--- config.mk ---
export PLATFORM = sky130hd
export DESIGN_NAME = pomc_mode_ctrl
export DESIGN_NICKNAME = d
export VERILOG_FILES = /design/src/pomc_pkg.sv /design/src/pomc_size_if.sv /design/src/pomc_size_dec.sv /design/src/pomc_mode_ctrl.sv
export SDC_FILE = /design/constraint.sdc
export NUM_CORES = 1
export LEC_CHECK = 0
export BUFFER_PORTS_ARGS = -buffer_cell sky130_fd_sc_hd__buf_2
export CAP_MARGIN = 10
export CORE_AREA = 8 8 95 119
export DETAILED_ROUTE_END_ITERATION = 8
export DIE_AREA = 0 0 103 127
export PLACE_DENSITY_LB_ADDON = 0.12
export SLEW_MARGIN = 20
export SYNTH_ARGS = -nofsm -noshare
export SYNTH_HDL_FRONTEND = slang
export SYNTH_HIERARCHICAL = 1
export SYNTH_SLANG_ARGS = --single-unit
--- constraint.sdc ---
create_clock -name clk_sys -period 5.3 [get_ports clk_sys]
set_clock_uncertainty 0.05 [all_clocks]
set_input_delay 0.795 -clock clk_sys [delete_from_list [all_inputs] [get_ports clk_sys]]
set_output_delay 0.795 -clock clk_sys [all_outputs]
set_load 0.005 [all_outputs]
--- src/pomc_pkg.sv ---
// constants and types shared by the operating-mode control block
// assumes a single core clock domain and an active-high async reset
package pomc_pkg;

  // operating modes: three basic ones plus the two extended sub-modes
  typedef enum logic [2:0] {
    MODE_REAL,
    MODE_PROT,
    MODE_SMM,
    MODE_COMPAT,
    MODE_LONG64
  } pomc_mode_t;

  localparam int         MODE_COUNT = 5;
  localparam pomc_mode_t MODE_RST   = MODE_REAL;

  // size codes for operands, addresses and register accesses
  localparam logic [1:0] SZ_8  = 2'h0;
  localparam logic [1:0] SZ_16 = 2'h1;
  localparam logic [1:0] SZ_32 = 2'h2;
  localparam logic [1:0] SZ_64 = 2'h3;

  // byte lanes touched by a register access of each size
  localparam logic [7:0] LANES_8  = 8'h01;
  localparam logic [7:0] LANES_16 = 8'h03;
  localparam logic [7:0] LANES_32 = 8'h0f;
  localparam logic [7:0] LANES_64 = 8'hff;

  // register file shape per mode
  localparam logic [4:0] GPR_CNT_LEGACY = 5'h08;
  localparam logic [4:0] GPR_CNT_EXT    = 5'h10;
  localparam logic [6:0] GPR_W_LEGACY   = 7'h20;
  localparam logic [6:0] GPR_W_EXT      = 7'h40;
  localparam logic [6:0] LIN_W_LEGACY   = 7'h20;
  localparam logic [6:0] LIN_W_EXT      = 7'h40;

  // privilege levels: one bit per ring
  localparam logic [3:0] PRIV_ALL  = 4'hf;
  localparam logic [3:0] PRIV_NONE = 4'h1;

  // feature gate bit positions
  localparam int FEAT_PROT   = 0;
  localparam int FEAT_LONG   = 1;
  localparam int FEAT_RESUME = 2;
  localparam int FEAT_VM     = 3;
  localparam int FEAT_W      = 4;

  // pin synchroniser, idle high
  localparam int         SYNC_STAGES = 3;
  localparam logic [2:0] SYNC_RST    = 3'h7;

  // address space select
  localparam logic ASPACE_NORMAL = 1'b0;
  localparam logic ASPACE_MGMT   = 1'b1;

endpackage

--- src/pomc_size_if.sv ---
// size decode bundle between mode control and the size decoder
// assumes the controller drives requests and the decoder answers
`timescale 1ns/1ps
interface pomc_size_if;
  import pomc_pkg::*;
  pomc_mode_t mode;
  logic       cs_d;
  logic       rex_w;
  logic       op_ovr;
  logic       ad_ovr;
  logic [1:0] acc_size;
  logic [3:0] reg_idx;
  logic [1:0] def_op;
  logic [1:0] def_ad;
  logic [1:0] eff_op;
  logic [1:0] eff_ad;
  logic [7:0] lane_mask;
  logic       reg_fault;

  modport dec (input mode, cs_d, rex_w, op_ovr, ad_ovr, acc_size, reg_idx,
               output def_op, def_ad, eff_op, eff_ad, lane_mask, reg_fault);
  modport ctl (output mode, cs_d, rex_w, op_ovr, ad_ovr, acc_size, reg_idx,
               input def_op, def_ad, eff_op, eff_ad, lane_mask, reg_fault);
endinterface

--- src/pomc_size_dec.sv ---
// combinational operand, address and register-lane size decoder
// assumes inputs are stable within the cycle; results registered by caller
`timescale 1ns/1ps
module pomc_size_dec
  import pomc_pkg::*;
(
  pomc_size_if.dec sz
);

  // legacy size toggle by a size override prefix
  function automatic logic [1:0] toggle_sz(input logic [1:0] d,
                                           input logic       ovr);
    toggle_sz = ovr ? ((d == SZ_16) ? SZ_32 : SZ_16) : d;
  endfunction

  // byte lanes of a register access
  function automatic logic [7:0] lanes(input logic [1:0] s);
    case (s)
      SZ_8:    lanes = LANES_8;
      SZ_16:   lanes = LANES_16;
      SZ_32:   lanes = LANES_32;
      default: lanes = LANES_64;
    endcase
  endfunction

  // default and effective sizes per mode
  always_comb begin
    sz.def_op = SZ_16;
    sz.def_ad = SZ_16;
    sz.eff_op = toggle_sz(SZ_16, sz.op_ovr);
    sz.eff_ad = toggle_sz(SZ_16, sz.ad_ovr);
    case (sz.mode)
      MODE_PROT, MODE_COMPAT: begin
        sz.def_op = sz.cs_d ? SZ_32 : SZ_16;
        sz.def_ad = sz.def_op;
        sz.eff_op = toggle_sz(sz.def_op, sz.op_ovr);
        sz.eff_ad = toggle_sz(sz.def_ad, sz.ad_ovr);
      end
      MODE_LONG64: begin
        sz.def_op = SZ_32;
        sz.def_ad = SZ_64;
        sz.eff_op = sz.rex_w ? SZ_64 : (sz.op_ovr ? SZ_16 : SZ_32);
        sz.eff_ad = sz.ad_ovr ? SZ_32 : SZ_64;
      end
      default: begin
      end
    endcase
  end

  always_comb begin
    sz.lane_mask = lanes(sz.acc_size);
    sz.reg_fault = (sz.mode != MODE_LONG64) &&
                   (sz.reg_idx[3] || (sz.acc_size == SZ_64));
  end

endmodule

--- src/pomc_mode_ctrl.sv ---
// operating-mode control: mode state, management entry/return,
// per-mode environment and per-instruction size decode
// assumes same-clock control inputs; only the management pin is async
//
// Functional notes
// - active mode gates available features
// - reset starts in real-address mode
// - virtual attribute is per-task protected attribute
// - enter management mode on pin or message
// - entry saves context, switches address space
// - return restores exact prior state
// - extended mode has compat and 64-bit sub-modes
// - compat chosen per code segment
// - compat limits linear space to 4 GByte
// - compat uses 16/32-bit sizes only
// - compat: no virtual attribute, no task switch
// - compat supports all privilege levels
// - compat with extensions reaches above 4 GByte
// - 64-bit: 16 general and vector registers
// - 64-bit: general registers 64 bits wide
// - 64-bit linear space, per code segment
// - 64-bit: address 64, operand 32 default
// - prefixes override operand size per instruction
// - 64-bit decodes register extension prefix
// - 32-bit registers accessible as 8/16
`timescale 1ns/1ps
module pomc_mode_ctrl
  import pomc_pkg::*;
#(
  parameter int CTX_W = 32
) (
  input  wire logic             clk_sys,
  input  wire logic             rst,
  input  wire logic             mgmt_irq_pin_n,
  input  wire logic             pic_mgmt_msg,
  input  wire logic             resume_req,
  input  wire logic             prot_enable_req,
  input  wire logic             prot_disable_req,
  input  wire logic             ext_mode_enable,
  input  wire logic             cs_load,
  input  wire logic             cs_long,
  input  wire logic             cs_default32,
  input  wire logic             task_load,
  input  wire logic             task_vm_attr,
  input  wire logic             task_switch_req,
  input  wire logic             pae_enable,
  input  wire logic [CTX_W-1:0] ctx_in,
  input  wire logic             rex_present,
  input  wire logic             rex_w,
  input  wire logic             rex_reg_ext,
  input  wire logic             op_size_prefix,
  input  wire logic             addr_size_prefix,
  input  wire logic [2:0]       reg_idx_in,
  input  wire logic [1:0]       reg_acc_size,
  output pomc_mode_t            cur_mode,
  output logic [MODE_COUNT-1:0] mode_onehot,
  output logic                  vm_active,
  output logic                  mgmt_addr_space,
  output logic                  ctx_save_pulse,
  output logic                  ctx_restore_pulse,
  output logic [CTX_W-1:0]      ctx_out,
  output logic [FEAT_W-1:0]     feat_mask,
  output logic                  lin_limit_4g,
  output logic [6:0]            lin_addr_bits,
  output logic                  phys_above_4g,
  output logic [4:0]            gpr_count,
  output logic [4:0]            vec_count,
  output logic [6:0]            gpr_width,
  output logic [3:0]            priv_levels,
  output logic                  hw_task_ok,
  output logic                  task_fault,
  output logic [1:0]            def_op_size,
  output logic [1:0]            def_addr_size,
  output logic [1:0]            eff_op_size,
  output logic [1:0]            eff_addr_size,
  output logic [3:0]            gpr_sel,
  output logic [7:0]            gpr_lane_mask,
  output logic                  reg_fault
);

  // state
  logic [SYNC_STAGES-1:0] sync_reg, sync_next;
  logic                   pin_lvl_reg, pin_lvl_next;
  logic                   pend_reg, pend_next;
  pomc_mode_t             mode_reg, mode_next;
  pomc_mode_t             saved_mode_reg, saved_mode_next;
  logic                   vm_reg, vm_next;
  logic                   saved_vm_reg, saved_vm_next;
  logic [CTX_W-1:0]       saved_ctx_reg, saved_ctx_next;
  logic [CTX_W-1:0]       ctx_out_reg, ctx_out_next;
  logic                   save_reg, save_next;
  logic                   rest_reg, rest_next;
  logic [MODE_COUNT-1:0]  onehot_reg, onehot_next;
  logic [FEAT_W-1:0]      feat_reg, feat_next;
  logic                   lim_reg, lim_next;
  logic [6:0]             lin_reg, lin_next;
  logic                   phys_reg, phys_next;
  logic [4:0]             gcnt_reg, gcnt_next;
  logic [6:0]             gw_reg, gw_next;
  logic [3:0]             priv_reg, priv_next;
  logic                   hwt_reg, hwt_next;
  logic                   tflt_reg, tflt_next;
  logic [1:0]             dop_reg, dad_reg, eop_reg, ead_reg;
  logic [3:0]             gsel_reg;
  logic [7:0]             lane_reg;
  logic                   rflt_reg;
  logic                   pin_assert;
  logic                   take;

  pomc_size_if sz ();

  pomc_size_dec i_pomc_size_dec (
    .sz (sz)
  );

  // pin synchroniser; a level counts once stages two and three agree
  always_comb begin
    sync_next    = {sync_reg[SYNC_STAGES-2:0], mgmt_irq_pin_n};
    pin_lvl_next = pin_lvl_reg;
    if (sync_reg[1] == sync_reg[2]) begin
      pin_lvl_next = sync_reg[2];
    end
    pin_assert = (sync_reg[1] == sync_reg[2]) && !sync_reg[2] && pin_lvl_reg;
  end

  // pending request, set wins over take
  always_comb begin
    take      = pend_reg && (mode_reg != MODE_SMM);
    pend_next = pin_assert || pic_mgmt_msg || (pend_reg && !take);
  end

  // mode state machine with save and restore
  always_comb begin
    mode_next       = mode_reg;
    vm_next         = vm_reg;
    saved_mode_next = saved_mode_reg;
    saved_vm_next   = saved_vm_reg;
    saved_ctx_next  = saved_ctx_reg;
    ctx_out_next    = ctx_out_reg;
    save_next       = 1'b0;
    rest_next       = 1'b0;
    if (take) begin
      mode_next       = MODE_SMM;
      vm_next         = 1'b0;
      saved_mode_next = mode_reg;
      saved_vm_next   = vm_reg;
      saved_ctx_next  = ctx_in;
      save_next       = 1'b1;
    end else begin
      case (mode_reg)
        MODE_REAL: begin
          if (prot_enable_req) begin
            mode_next = MODE_PROT;
          end
        end
        MODE_PROT: begin
          if (prot_disable_req) begin
            mode_next = MODE_REAL;
            vm_next   = 1'b0;
          end else if (cs_load && ext_mode_enable) begin
            mode_next = cs_long ? MODE_LONG64 : MODE_COMPAT;
            vm_next   = 1'b0;
          end else if (task_load) begin
            vm_next = task_vm_attr;
          end
        end
        MODE_SMM: begin
          if (resume_req) begin
            mode_next    = saved_mode_reg;
            vm_next      = saved_vm_reg;
            ctx_out_next = saved_ctx_reg;
            rest_next    = 1'b1;
          end
        end
        MODE_COMPAT, MODE_LONG64: begin
          if (!ext_mode_enable) begin
            mode_next = MODE_PROT;
          end else if (cs_load) begin
            mode_next = cs_long ? MODE_LONG64 : MODE_COMPAT;
          end
        end
        default: begin
          mode_next = MODE_RST;
          vm_next   = 1'b0;
        end
      endcase
    end
  end

  // refuse vm attribute and task switch outside protected, except in management mode
  always_comb begin
    tflt_next = !take && (mode_reg != MODE_SMM) &&
                ((task_switch_req && (mode_reg != MODE_PROT)) ||
                 (task_load && task_vm_attr && (mode_reg != MODE_PROT)));
  end

  // per-mode environment, aligned with the mode being entered
  always_comb begin
    onehot_next = '0;
    onehot_next[mode_next] = 1'b1;
    feat_next = '0;
    lim_next  = 1'b1;
    lin_next  = LIN_W_LEGACY;
    phys_next = 1'b0;
    gcnt_next = GPR_CNT_LEGACY;
    gw_next   = GPR_W_LEGACY;
    priv_next = PRIV_NONE;
    hwt_next  = 1'b0;
    case (mode_next)
      MODE_PROT: begin
        feat_next[FEAT_PROT] = 1'b1;
        feat_next[FEAT_VM]   = 1'b1;
        phys_next = pae_enable;
        priv_next = PRIV_ALL;
        hwt_next  = 1'b1;
      end
      MODE_SMM: begin
        feat_next[FEAT_RESUME] = 1'b1;
      end
      MODE_COMPAT: begin
        feat_next[FEAT_PROT] = 1'b1;
        lim_next  = 1'b1;
        phys_next = pae_enable;
        priv_next = PRIV_ALL;
      end
      MODE_LONG64: begin
        feat_next[FEAT_PROT] = 1'b1;
        feat_next[FEAT_LONG] = 1'b1;
        lim_next  = 1'b0;
        lin_next  = LIN_W_EXT;
        phys_next = 1'b1;
        gcnt_next = GPR_CNT_EXT;
        gw_next   = GPR_W_EXT;
        priv_next = PRIV_ALL;
      end
      default: begin
      end
    endcase
  end

  // extension prefix only decoded in 64-bit
  always_comb begin
    sz.mode     = mode_reg;
    sz.cs_d     = cs_default32;
    sz.rex_w    = rex_present && rex_w && (mode_reg == MODE_LONG64);
    sz.op_ovr   = op_size_prefix;
    sz.ad_ovr   = addr_size_prefix;
    sz.acc_size = reg_acc_size;
    sz.reg_idx  = {rex_present && rex_reg_ext && (mode_reg == MODE_LONG64),
                   reg_idx_in};
  end

  // registers
  always_ff @(posedge clk_sys or posedge rst) begin
    if (rst) begin
      sync_reg       <= SYNC_RST;
      pin_lvl_reg    <= 1'b1;
      pend_reg       <= 1'b0;
      mode_reg       <= MODE_RST;
      saved_mode_reg <= MODE_RST;
      vm_reg         <= 1'b0;
      saved_vm_reg   <= 1'b0;
      saved_ctx_reg  <= '0;
      ctx_out_reg    <= '0;
      save_reg       <= 1'b0;
      rest_reg       <= 1'b0;
      onehot_reg     <= '0;
      onehot_reg[MODE_RST] <= 1'b1;
      feat_reg       <= '0;
      lim_reg        <= 1'b1;
      lin_reg        <= LIN_W_LEGACY;
      phys_reg       <= 1'b0;
      gcnt_reg       <= GPR_CNT_LEGACY;
      gw_reg         <= GPR_W_LEGACY;
      priv_reg       <= PRIV_NONE;
      hwt_reg        <= 1'b0;
      tflt_reg       <= 1'b0;
      dop_reg        <= SZ_16;
      dad_reg        <= SZ_16;
      eop_reg        <= SZ_16;
      ead_reg        <= SZ_16;
      gsel_reg       <= '0;
      lane_reg       <= LANES_8;
      rflt_reg       <= 1'b0;
    end else begin
      sync_reg       <= sync_next;
      pin_lvl_reg    <= pin_lvl_next;
      pend_reg       <= pend_next;
      mode_reg       <= mode_next;
      saved_mode_reg <= saved_mode_next;
      vm_reg         <= vm_next;
      saved_vm_reg   <= saved_vm_next;
      saved_ctx_reg  <= saved_ctx_next;
      ctx_out_reg    <= ctx_out_next;
      save_reg       <= save_next;
      rest_reg       <= rest_next;
      onehot_reg     <= onehot_next;
      feat_reg       <= feat_next;
      lim_reg        <= lim_next;
      lin_reg        <= lin_next;
      phys_reg       <= phys_next;
      gcnt_reg       <= gcnt_next;
      gw_reg         <= gw_next;
      priv_reg       <= priv_next;
      hwt_reg        <= hwt_next;
      tflt_reg       <= tflt_next;
      dop_reg        <= sz.def_op;
      dad_reg        <= sz.def_ad;
      eop_reg        <= sz.eff_op;
      ead_reg        <= sz.eff_ad;
      gsel_reg       <= sz.reg_idx;
      lane_reg       <= sz.lane_mask;
      rflt_reg       <= sz.reg_fault;
    end
  end

  // outputs straight from flip-flops
  assign cur_mode          = mode_reg;
  assign mode_onehot       = onehot_reg;
  assign vm_active         = vm_reg;
  assign mgmt_addr_space   = onehot_reg[MODE_SMM] ? ASPACE_MGMT
                                                  : ASPACE_NORMAL;
  assign ctx_save_pulse    = save_reg;
  assign ctx_restore_pulse = rest_reg;
  assign ctx_out           = ctx_out_reg;
  assign feat_mask         = feat_reg;
  assign lin_limit_4g      = lim_reg;
  assign lin_addr_bits     = lin_reg;
  assign phys_above_4g     = phys_reg;
  assign gpr_count         = gcnt_reg;
  assign vec_count         = gcnt_reg;
  assign gpr_width         = gw_reg;
  assign priv_levels       = priv_reg;
  assign hw_task_ok        = hwt_reg;
  assign task_fault        = tflt_reg;
  assign def_op_size       = dop_reg;
  assign def_addr_size     = dad_reg;
  assign eff_op_size       = eop_reg;
  assign eff_addr_size     = ead_reg;
  assign gpr_sel           = gsel_reg;
  assign gpr_lane_mask     = lane_reg;
  assign reg_fault         = rflt_reg;
endmodule

### After elaboration in Yosys (flattened, before gate mapping)

Index checks and enable logic that the tools add are counted.

* bits in registers: 129
* latch bits: 0
* memory bits (writable): 0
* memory bits (read-only): 0
* input port bits: 57
* output and inout port bits: 101
* word-level logic and storage cells: 125
* memories: 0

* $add $sub $neg: 0
* multipliers: 0
* divide/modulo/power cells: 0
* $lt $le $gt $ge: 2
* equality and inequality tests: 19
* shift operators: 0
* multiplexer cells: 45
* bitwise operators: 1
* reduce and logical (&&, ||, !) cells: 31

Operator list (count)
* $mux 3: 8
* $pmux 8 s3: 1
* $mux 1: 17
* $logic_and 1x1->1: 16
* $mux 2: 8
* $pmux 2 s2: 4
* $eq 3x2->1 const B: 4
* $pmux 3 s4: 1
* $mux 7: 1
* $eq 3x1->1 const B: 2
* $eq 3x3->1 const B: 2
* $ne 3x3->1 const B: 2
* $reduce_and 3->1: 2
* $reduce_or 2->1: 3
* $reduce_or 3->1: 2
* $mux 5: 1
* $ne 5x5->1 const B: 1
* $eq 2x1->1 const B: 2
* $eq 2x2->1 const B: 2
* $logic_or 1x1->1: 4
* $lt 3x4->1 const B: 1
* $mux 4: 1
* $demux 1 s3: 1
* $ge 3x1->1 const B: 1
* 10 further kinds: 11

### Depth between registers and ports, before layout

* word-level depth: 9
* mapped depth: 8

### By module

The synthesis kept the hierarchy.

Modules (own cells, without submodules)
* pomc_mode_ctrl: instances 1, cells each 371, area an instance 4327.9 um2, seq. area each 2816.5 um2
* pomc_size_dec: instances 1, cells each 38, area an instance 257.7 um2, seq. area each 0.0 um2

### Least setup slack after synthesis

OpenSTA, ideal clock, no wires.

* path type: input to register
* start: input port cs_load
* end: register phys_reg (netlist: phys_above_4g)
* arrival time: 2.009 ns
* data required time: 5.121 ns
* path slack: 3.112 ns
* stages: 6
* path buffers: 1
* cells stage by stage: clkbuf_2 > and3_1 > nor2_1 > a2111oi_1 > nand2b_1 > o21ai_0

* cells in the longest elaborated chain, start to end: 8

Ends and longest elaborated chain
* start: declaration: line pomc_mode_ctrl.sv:40 `input wire logic cs_load,`
* $logic_and 1x1->1: line pomc_mode_ctrl.sv:160 `end else if (cs_load && ext_mode_enable) begin`
* $mux 3: line pomc_mode_ctrl.sv:160
* $mux 3: line pomc_mode_ctrl.sv:157 `if (prot_disable_req) begin`
* $pmux 3 s4 (*): line pomc_mode_ctrl.sv:150 `case (mode_reg)`
* $mux 3 (*): line pomc_mode_ctrl.sv:142 `if (take) begin`
* $eq 3x2->1 or $eq 3x1->1 (tied branches): line pomc_mode_ctrl.sv:209 `case (mode_next)`
* $reduce_or 2->1 (no line)
* $pmux 1 s2 (*): line pomc_mode_ctrl.sv:209
* via phys_next: line pomc_mode_ctrl.sv:97 `logic phys_reg, phys_next;`
* end signal: assignment: line pomc_mode_ctrl.sv:301 `phys_reg <= phys_next;`
* end: declaration: line pomc_mode_ctrl.sv:97

Mark *: on every way through the listed nets, which the timed path passes. The rest lies on a longest branch.
A chain may end at the register's enable or synchronous reset.

### Final worst setup path

* start: register mode_reg[0] (netlist: cur_mode[0])
* end: register feat_reg[2] (netlist: feat_mask[2])

* cells in the longest elaborated chain, start to end: 6

Ends and longest elaborated chain
* start: declaration: line pomc_mode_ctrl.sv:85 `pomc_mode_t mode_reg, mode_next;`
* start signal: assignment: line pomc_mode_ctrl.sv:289 `mode_reg <= mode_next;`
* $eq 3x3->1 or $eq 3x2->1 (tied branches)
* $reduce_or 2->1
* $pmux 3 s4: line pomc_mode_ctrl.sv:150
* $mux 3 (*): line pomc_mode_ctrl.sv:142
* via mode_next[2]: line pomc_mode_ctrl.sv:85
* $eq 3x2->1 (*): line pomc_mode_ctrl.sv:209
* $mux 1 (*): line pomc_mode_ctrl.sv:209
* via feat_next[2]: line pomc_mode_ctrl.sv:94 `logic [FEAT_W-1:0] feat_reg, feat_next;`
* end signal: assignment: line pomc_mode_ctrl.sv:298 `feat_reg <= feat_next;`
* end: declaration: line pomc_mode_ctrl.sv:94

Marks and branches as above.

==> run summary <==
Status: finished clean
Clock sinks: 112
Chip height: 127 µm
Synth area leader: dfrtp_1
Diodes inserted: 0
Share of layout cells above drive strength 1: 39.7%
ANT nets after route: 0
Cts bufs inserted: 9
Row Count: 40
CP max FO: 34
Largest net degree at the start of global routing: 80
FF+latch count, synth: 112
Tmin final: 2.47 ns
Via density: 4.80
Leakage: 2.88 nW
Boundary Pins: 158
Critical setup path kind: reg2reg
Post-synthesis sequential area ratio: 61.4%
Layout Nets: 582
Hold Path End: sync_reg[1]
Total track usage: 15.9%
Setup TNS: 0 ns
Hold path start: sync_reg[0]
Post-synth EDFFs: 0
Overflow after GRT: 0
TritonCTS clock tree: done
Worst Path Required: 5.46 ns
Clock-pin slew on the worst setup and hold paths: 0.07 ns
Clock Root Buffer: clkbuf_16
HP Class: reg2reg
Port-buffer cells: 140
Detailed Routing Iterations Pass 1: 4
CTS Buffer Depth: 2
Reg2reg path depth: 5
Ys flop type: dfrtp_1
R2r endpoint: feat_mask[2]
Most frequent cells after synthesis: nand2_1, dfrtp_1, buf_4, mux2_2
Ys async rst share: 100%
Synth area leaders: dfrtp_1, nand2_1, mux2_2
CP endpoint kind: register
DRC viols: 0
DRT Wirelength: 9.99 mm
Placed Area: 5160 µm²
CTS HTree Levels: 3
Crit path DAT: 2.63 ns
Most frequent cell after synthesis: nand2_1
First-pass GRT wire length: 16.2 mm
WL/cell: 15.2 µm
Relative slew slack: 36.7%
Max cap viols: 0
Worst Setup Start Kind: register
RSZ-0062 raised after global routing: false
Final instance area: 5460 µm²
DR WL met3: 788 µm
Core area: 9410 µm²
PostCTS Resize Cnt: 0
DR WL met2: 4.91 mm
Vias in the first global route: 3343
Yosys top cell area share: 55.1%
DIE AREA: 13100 µm²
Initial antenna violation count: 0
Inst Count DP: 639
Endpoints failing setup: 0
Final Cycle Share: 46.5%
Non-filler instance count after layout: 655
R2r setup slk: 2.83 ns
Starting density of the core: 48.7%
Area growth from synthesis to layout: 19.1%
GP Congestion: 0.860
Worst Hold Depth: 0
DRT iter0 DRCs: 155
Via count: 3144
F_max: 406 MHz
Synth Area per Inst: 11.2 µm²
Setup Buffers After CTS: 0
VDD IR-drop max: 0.000234 V
Synth warnings: 6
Final max-slew violation count: 0
Mapped Area: 4590 µm²
Hpwl dp: 6.97 mm
Hold buffers post-CTS: 0
Uppermost routed layer: met4
WL met1: 4.10 mm
Worst-Skew Late Latency: 0.35 ns
Synth cell types: 47
RR Startpoint: cur_mode[0]
Pwr dens: 561 nW/µm²
Die Width: 103 µm
Worst-Margin Slew: 0.949 ns
Syn Inst Count: 409
Final Hold Fails: 0
## cells in the final DEF (no fill, tap or decap), drive strengths merged, types with 2 or more instances in the layout
master	count
buf	142
and2b	2
and3b	2
nor3b	3
inv	14
nand2b	4
a21oi	7
nand3b	2
nand3	2
conb	18
o21ai	11
nand2	110
nor3	9
a211oi	2
o21a	3
clkbuf	10
mux2	32
a2111oi	4
dfrtp	101
a221oi	2
nor2b	3
and3	4
dfstp	11
nor2	10
clkinvlp	3
and2	3
a22o	3
## report_power, final
| part | switching, W | internal [W] | total, W | leakage (nW) |
|---|---|---|---|---|
| registers | 0.000184 | 0.00119 | 0.00138 | 1.37 |
| clock network | 0.000305 | 0.000380 | 0.000685 | 0.141 |
| logic | 0.000543 | 0.000459 | 0.00100 | 1.37 |
| total | 0.00103 | 0.00203 | 0.00307 | 2.88 |
## layer usage
layer  vias up  global-route usage, %
li1       1511                      -
met1      1520                   19.3
met2       102                   25.6
met3        11                   3.64
met4         0                   8.20
met5         -                      0
## area by class of cell
type,instances,area (µm²)
fill,880,3950
sequential,112,2820
tap,126,158
inverter,13,51.3
timing repair buffer,142,716
clock inverter,6,66.3
clock buffer,10,239
multi-input combinational,246,1420
## worst max path at each step
stage	startpoint	to	slack, ns	cells past startpoint
floorplan	rst	ctx_out[0]	1.51	1
global placement	resume_req	feat_mask[0]	2.82	5
detailed placement	resume_req	phys_above_4g	2.78	5
CTS	cur_mode[0]	phys_above_4g	2.78	5
global route	cur_mode[0]	phys_above_4g	2.55	5
finish	cur_mode[0]	feat_mask[2]	2.83	5
## logic make-up (layout without fill, tap and decap cells)
logic type               Yosys count  in the layout  share of synthesized area [%]
other                              3             18                          0.246
AO/OA/AOI/OAI                     37             37                           5.89
XOR/XNOR                           1              1                          0.191
adder cells (fa/ha/maj)            1              1                          0.273
AND/OR/NAND/NOR                  157            157                           15.1
buffers and inverters             66            171                           8.98
flip-flops                       112            112                           61.4
multiplexers                      32             32                           7.86
## critical path: stages (launching register included)
cell and delay [ns]:
dfrtp_1 0.60, nor2_1 0.27, and3_2 0.77, a221oi_1 0.25, nor2_1 0.29, nor3_1 0.09
## through the flow
| stage | worst slack, ns | hold WS [ns] | total power, W | util, % |
|---|---|---|---|---|
| floorplan | 1.51 | 0.295 | 0.00205 | - |
| global placement | 2.82 | 0.297 | 0.00239 | 54.8 |
| detailed placement | 2.78 | 0.305 | 0.00242 | 54.8 |
| CTS | 2.78 | 0.315 | 0.00312 | 58.0 |
| global route | 2.55 | 0.315 | 0.00331 | 58.0 |
| finish | 2.83 | 0.313 | 0.00307 | 58.0 |
Note: power is estimated with default switching activity, not from simulation.
